## src/rtl/lairq_regs.vh

```
// register offsets, field positions and reset values of the line alarm interrupt block
`ifndef LAIRQ_REGS_VH
`define LAIRQ_REGS_VH

// ----------------------------------------------------------------
// register byte offsets
// ----------------------------------------------------------------
`define LAIRQ_OFF_STATUS 12'h000
`define LAIRQ_OFF_EDGE 12'h004
`define LAIRQ_OFF_MASK 12'h008
`define LAIRQ_OFF_COND 12'h00c

// ----------------------------------------------------------------
// field positions
// ----------------------------------------------------------------
`define LAIRQ_B_SYS_ALARM 7
`define LAIRQ_B_LINE_ALARM 6
`define LAIRQ_B_PATTERN 5
`define LAIRQ_B_IB_ACT 1
`define LAIRQ_B_IB_DEACT 0
`define LAIRQ_B_ALARM_SEL 6
`define LAIRQ_B_PATTERN_SEL 5
`define LAIRQ_B_IB_SEL 0

// ----------------------------------------------------------------
// masks and reset values
// ----------------------------------------------------------------
`define LAIRQ_FLAG_MASK 8'he3
`define LAIRQ_EDGE_MASK 8'h61
`define LAIRQ_RST_STATUS 8'h00
`define LAIRQ_RST_EDGE 8'h00
`define LAIRQ_RST_MASK 8'he3

`endif

```

## src/rtl/lairq_edge_det.v

```verilog
// edge qualifier for one condition bit
`timescale 1ns/1ps
module lairq_edge_det (
    input wire sys_clk,
    input wire sys_rst,
    input wire level_in,
    input wire both_edges,
    output wire event_pulse
);
    reg prev_ff;

    always @(posedge sys_clk) begin
        if (sys_rst) begin
            prev_ff <= 1'b0;
        end else begin
            prev_ff <= level_in;
        end
    end

    // rising only, or any change
    assign event_pulse = both_edges ? (level_in ^ prev_ff) : (level_in & ~prev_ff);
endmodule

```

## src/rtl/lairq_top.v

```verilog
// line alarm interrupt status block with apb register access
//
// Our own choices: the address map and register access over APB.
`timescale 1ns/1ps
`include "lairq_regs.vh"
module lairq_top (
    input wire sys_clk,
    input wire sys_rst,
    input wire psel,
    input wire penable,
    input wire pwrite,
    input wire [11:0] paddr,
    input wire [31:0] pwdata,
    output reg [31:0] prdata,
    output wire pready,
    output wire pslverr,
    input wire system_alarm_state,
    input wire line_alarm_state,
    input wire pattern_sync_state,
    input wire inband_activate_state,
    input wire inband_deactivate_state,
    output wire irq_out
);
    // ----------------------------------------------------------------
    // input synchronisers
    // ----------------------------------------------------------------
    reg [4:0] cond_meta_ff;
    reg [4:0] cond_sync_ff;
    wire [4:0] cond_raw;

    assign cond_raw = {system_alarm_state, line_alarm_state, pattern_sync_state,
                       inband_activate_state, inband_deactivate_state};

    always @(posedge sys_clk) begin
        if (sys_rst) begin
            cond_meta_ff <= 5'h00;
            cond_sync_ff <= 5'h00;
        end else begin
            cond_meta_ff <= cond_raw;
            cond_sync_ff <= cond_meta_ff;
        end
    end

    // condition status laid out as the flag register
    wire [7:0] cond_status;
    assign cond_status = {cond_sync_ff[4:2], 3'h0, cond_sync_ff[1:0]};

    // ----------------------------------------------------------------
    // registers
    // ----------------------------------------------------------------
    reg [7:0] interrupt_status_one_ff;
    reg [7:0] edge_select_register_ff;
    reg [7:0] irq_mask_ff;
    reg [7:0] nxt_status;
    wire [7:0] set_evt;

    wire alarm_edge_select;
    wire pattern_edge_select;
    wire inband_edge_select;
    assign alarm_edge_select = edge_select_register_ff[`LAIRQ_B_ALARM_SEL];
    assign pattern_edge_select = edge_select_register_ff[`LAIRQ_B_PATTERN_SEL];
    assign inband_edge_select = edge_select_register_ff[`LAIRQ_B_IB_SEL];

    // ----------------------------------------------------------------
    // edge qualifiers
    // ----------------------------------------------------------------
    lairq_edge_det u_sys_alarm (
        .sys_clk(sys_clk),
        .sys_rst(sys_rst),
        .level_in(cond_status[`LAIRQ_B_SYS_ALARM]),
        .both_edges(alarm_edge_select),
        .event_pulse(set_evt[7])
    );

    lairq_edge_det u_line_alarm (
        .sys_clk(sys_clk),
        .sys_rst(sys_rst),
        .level_in(cond_status[`LAIRQ_B_LINE_ALARM]),
        .both_edges(alarm_edge_select),
        .event_pulse(set_evt[6])
    );

    lairq_edge_det u_pattern (
        .sys_clk(sys_clk),
        .sys_rst(sys_rst),
        .level_in(cond_status[`LAIRQ_B_PATTERN]),
        .both_edges(pattern_edge_select),
        .event_pulse(set_evt[5])
    );

    lairq_edge_det u_ib_act (
        .sys_clk(sys_clk),
        .sys_rst(sys_rst),
        .level_in(cond_status[`LAIRQ_B_IB_ACT]),
        .both_edges(inband_edge_select),
        .event_pulse(set_evt[1])
    );

    lairq_edge_det u_ib_deact (
        .sys_clk(sys_clk),
        .sys_rst(sys_rst),
        .level_in(cond_status[`LAIRQ_B_IB_DEACT]),
        .both_edges(inband_edge_select),
        .event_pulse(set_evt[0])
    );

    assign set_evt[4:2] = 3'h0;

    // ----------------------------------------------------------------
    // apb access
    // ----------------------------------------------------------------
    wire wr_en;
    wire rd_en;
    wire addr_hit;
    wire [7:0] clr_mask;

    // zero wait state: every access completes in its first access cycle
    assign pready = 1'b1;
    assign wr_en = psel & penable & pwrite;
    assign rd_en = psel & penable & ~pwrite;
    assign addr_hit = (paddr == `LAIRQ_OFF_STATUS) || (paddr == `LAIRQ_OFF_EDGE) ||
                      (paddr == `LAIRQ_OFF_MASK) || (paddr == `LAIRQ_OFF_COND);
    assign pslverr = psel & penable & ~addr_hit;
    assign clr_mask = (wr_en && paddr == `LAIRQ_OFF_STATUS) ?
                      (pwdata[7:0] & `LAIRQ_FLAG_MASK) : 8'h00;

    // set wins over a clear in the same cycle so no event is lost
    always @* begin
        nxt_status = ((interrupt_status_one_ff & ~clr_mask) | set_evt) & `LAIRQ_FLAG_MASK;
    end

    always @(posedge sys_clk) begin
        if (sys_rst) begin
            interrupt_status_one_ff <= `LAIRQ_RST_STATUS;
            edge_select_register_ff <= `LAIRQ_RST_EDGE;
            irq_mask_ff <= `LAIRQ_RST_MASK;
        end else begin
            interrupt_status_one_ff <= nxt_status;
            if (wr_en && paddr == `LAIRQ_OFF_EDGE) begin
                edge_select_register_ff <= pwdata[7:0] & `LAIRQ_EDGE_MASK;
            end
            if (wr_en && paddr == `LAIRQ_OFF_MASK) begin
                irq_mask_ff <= pwdata[7:0] & `LAIRQ_FLAG_MASK;
            end
        end
    end

    // read data registered during the setup cycle so it is stable in access
    always @(posedge sys_clk) begin
        if (sys_rst) begin
            prdata <= 32'h00000000;
        end else if (psel && !penable && !pwrite) begin
            case (paddr)
                `LAIRQ_OFF_STATUS: prdata <= {24'h000000, interrupt_status_one_ff};
                `LAIRQ_OFF_EDGE: prdata <= {24'h000000, edge_select_register_ff};
                `LAIRQ_OFF_MASK: prdata <= {24'h000000, irq_mask_ff};
                `LAIRQ_OFF_COND: prdata <= {24'h000000, cond_status};
                default: prdata <= 32'h00000000;
            endcase
        end
    end

    // ----------------------------------------------------------------
    // interrupt output
    // ----------------------------------------------------------------
    // mask resets to all enabled so any flag raises the pin by default
    assign irq_out = |(interrupt_status_one_ff & irq_mask_ff);
endmodule

```

## config.mk

```make
export PLATFORM = sky130hd
export DESIGN_NAME = lairq_top
export DESIGN_NICKNAME = d
export VERILOG_FILES = /design/src/rtl/lairq_edge_det.v /design/src/rtl/lairq_top.v
export VERILOG_INCLUDE_DIRS = /design/src /design/src/rtl
export SDC_FILE = /design/constraint.sdc
export NUM_CORES = 1
export LEC_CHECK = 0
export ABC_CLOCK_PERIOD_IN_PS = 2100
export BUFFER_PORTS_ARGS = -buffer_cell sky130_fd_sc_hd__buf_4
export CORE_UTILIZATION = 45
export CTS_CLUSTER_SIZE = 20
export DETAILED_ROUTE_END_ITERATION = 12
export GPL_TIMING_DRIVEN = 0
export PLACE_DENSITY = 0.87
export SLEW_MARGIN = 10
export SYNTH_ARGS = -nofsm -noshare
export SYNTH_HDL_FRONTEND = slang
export SYNTH_SLANG_ARGS = --single-unit
```

## constraint.sdc

```tcl
create_clock -name sys_clk -period 2.1 [get_ports sys_clk]
set_input_delay 0.21 -clock sys_clk [delete_from_list [all_inputs] [get_ports sys_clk]]
set_output_delay 0.21 -clock sys_clk [all_outputs]
set_load 0.05 [all_outputs]
```

==> run summary <==
Setup repair after global routing missed its margin -> false
Die outline area -> 0.00408 mm2
Number of failing hold endpoints at the final stage -> 0
Clock H-tree levels -> 2
MaxCap Viol Count -> 0
Final setup slack of the worst path -> 0.345 ns
Fin Setup TNS -> 0 ns
Initial DRT Pass Iterations -> 4
Die Y -> 63.9 um
Final weighted congestion of routability-driven global placement -> 0.739
Clock buffer depth -> 2
Half-perimeter wire length of the detailed placement result -> 2.35 mm
Distinct cell type count of the synthesized netlist -> 29
Worst Clk Skew -> 0.00344 ns
Stage delay of the slowest cell on the critical path -> 0.59 ns
Number of setup buffers added after CTS -> 0
Buffers on Ports -> 31
Worst slack, placed -> 0.0849 ns
Routed Antenna Nets -> 0
Run status -> completed
Gr usage total -> 16.3%
Transition time of the tightest slew-check pin -> 0.668 ns
Total standard cell area after synthesis -> 0.00172 mm2
Fill cell instance count of the final layout -> 340
Max-slew headroom at the worst pin -> 55.1%
Avg WL per Cell -> 10.5 um
Clock latency reported for the late side of the worst-skew pair -> 0.28 ns
Clock-pin slew on the worst setup and hold paths -> 0.06 ns
Element type at the critical path start -> input port
Max Clock Freq -> 0.570 GHz
Crit path DAT -> 1.89 ns
Count of hold-fix buffers inserted at cts -> 0
Number of vias in the routed layout -> 1321
Clock tree sinks -> 33
Data required time of the worst path -> 2.23 ns
Final max-slew violation count -> 0
Post-DR vias/cell -> 4.54
Iteration-0 DRC Markers -> 29
Final period demand of the worst path -> 1.76 ns
Post-route worst hold slack -> 0.136 ns
Number of top-level pins -> 89
Fin crit share -> 83.6%
Total overflow reported by the global router -> 0
Warnings from Yosys -> 0
Number of global-route vias before repair -> 1136
Initial Utilization -> 47.1%
Global-route wire length before repair -> 4.95 mm
Number of diodes added for antenna fixing -> 0
Slowest cell on the critical path -> sky130_fd_sc_hd__or4_1
# rows -> 22
Area taken by multi-input logic gates -> 901 um2
TritonCTS Buffers -> 5
Critical path class -> input port to register
Final Power -> 0.00142 W
Initial antenna violation count -> 0
Count of mapped cells out of synthesis -> 179
Placed cell area -> 0.00211 mm2
Floorplan core area -> 0.00366 mm2
CTS tree -> built
Finished layout cell area -> 0.00220 mm2
Power density cells -> 645 mW/mm2
Post-route DRC -> 0
Number of instances resized during post-cts repair -> 0
Element type at the critical path end -> register
Area growth syn-to-layout -> 27.7%
Maximum vdd ir drop -> 327 uV
FF/Latch Area -> 661 um2
#FFs+latches synth -> 33
Largest net degree at the start of global routing -> 11
Final setup viols -> 0
Part of the Yosys area used for sequential elements -> 38.3%
Final Net Count -> 302
Avg Cell Area, Syn -> 9.63 um2
Worst min path class -> input port to register
Clock Tree Root -> sky130_fd_sc_hd__clkbuf_8
Leakage Power -> 0.965 nW
Largest fanout on the critical path -> 5
Ratio of cells with drive above 1 in the final layout -> 31.3%
Die extent in x -> 63.9 um
Total Routed Length -> 3.04 mm
Critical path cell sequence -> buf_4, or4_1, or2_4, nor4_2, a211oi_1
## layer usage
metal	track usage (%)	vias up	part of all wire [%]
li1	-	679	-
met1	19.0	589	43
met2	25.7	47	47
met3	6.25	6	7.3
met4	8.52	0	1.9
met5	0	-	0
## cells in the final DEF, fill, tap and decap left out, types with 6 or more instances in the layout
| cell | instances |
|---|---|
| sky130_fd_sc_hd__buf_4 | 59 |
| sky130_fd_sc_hd__dfxtp_1 | 33 |
| sky130_fd_sc_hd__conb_1 | 28 |
| sky130_fd_sc_hd__nor2b_1 | 25 |
| sky130_fd_sc_hd__nor2_1 | 15 |
| sky130_fd_sc_hd__mux2i_1 | 10 |
| sky130_fd_sc_hd__clkbuf_1 | 7 |
| sky130_fd_sc_hd__inv_1 | 6 |
| sky130_fd_sc_hd__a22oi_1 | 6 |
| sky130_fd_sc_hd__nand2b_1 | 6 |
| sky130_fd_sc_hd__clkbuf_8 | 6 |
## path summary, 6_finish.rpt
path,from,to,slack (ns),cells past startpoint
max reg2reg,edge_select_register_ff[6],prdata[6],0.92,3
min reg2reg,cond_meta_ff[3],cond_sync_ff[3],0.44,1
min,system_alarm_state,cond_meta_ff[4],0.14,2
max,paddr[9],interrupt_status_one_ff[0],0.34,5
## state kept, by name (all words and copies together), names as in the netlist
| name | cells |
|---|---|
| u_line_alarm.prev_ff | 1 |
| interrupt_status_one_ff | 5 |
| u_pattern.prev_ff | 1 |
| cond_sync_ff | 5 |
| irq_mask_ff | 5 |
| cond_meta_ff | 5 |
| u_ib_deact.prev_ff | 1 |
| prdata | 5 |
| u_sys_alarm.prev_ff | 1 |
| u_ib_act.prev_ff | 1 |
| edge_select_register_ff | 3 |
## critical path, delay by kind of cell
| kind | cells | cell delay (ns) |
|---|---|---|
| simple gates | 3 | 1.42 |
| buf+inv | 1 | 0.10 |
| compound gates | 1 | 0.15 |
## cells by family (layout without fill, tap and decap cells)
group / Yosys count / after routing / share of synthesized area, %
mux: 13 / 13 / 9.73
flops: 33 / 33 / 38.3
simple gates: 70 / 70 / 26.3
compound gates: 15 / 15 / 6.54
fa+ha+maj: 5 / 5 / 3.63
other cells: 2 / 28 / 0.436
buf+inv: 41 / 79 / 15.0
## stage by stage
step	std cells	util, %
floorplan	205	-
global placement	284	57.7
detailed placement	284	57.7
CTS	291	60.1
global route	291	60.1
finish	291	60.1
## report_power, final
part	switching (W)	internal, W	total [W]
Sequential	0.00000861	0.000643	0.000651
Combinational	0.000185	0.000110	0.000295
Clock	0.000212	0.000260	0.000471
## synthesized netlist by cell type, drive strengths merged
cell / count / area, um2
a211oi: 5 / 37.5
a222oi: 1 / 10.0
a22oi: 6 / 45.0
buf: 29 / 214
clkbuf: 6 / 22.5
conb: 2 / 7.51
dfxtp: 33 / 661
ha: 5 / 62.6
inv: 6 / 22.5
mux2i: 10 / 100
mux4: 3 / 67.6
nand2: 1 / 3.75
nand2b: 6 / 37.5
nand3: 3 / 15.0
nor2: 15 / 56.3
nor2b: 25 / 156
nor3: 5 / 25.0
nor3b: 5 / 37.5
nor4: 3 / 46.3
nor4b: 1 / 23.8
o21ai: 2 / 10.0
o311a: 1 / 10.0
or2: 3 / 23.8
or3b: 1 / 8.76
or4: 2 / 18.8
## final cells by class
cell class | instances | area share [%]
Inverter | 6 | 1.02
Multi-Input combinational cell | 131 | 41.0
Buffer | 35 | 10.8
Sequential cell | 33 | 30.0
Tap cell | 48 | 2.73
Timing Repair Buffer | 31 | 10.6
Clock buffer | 7 | 3.92
Note: power is estimated with default switching activity, not from simulation.
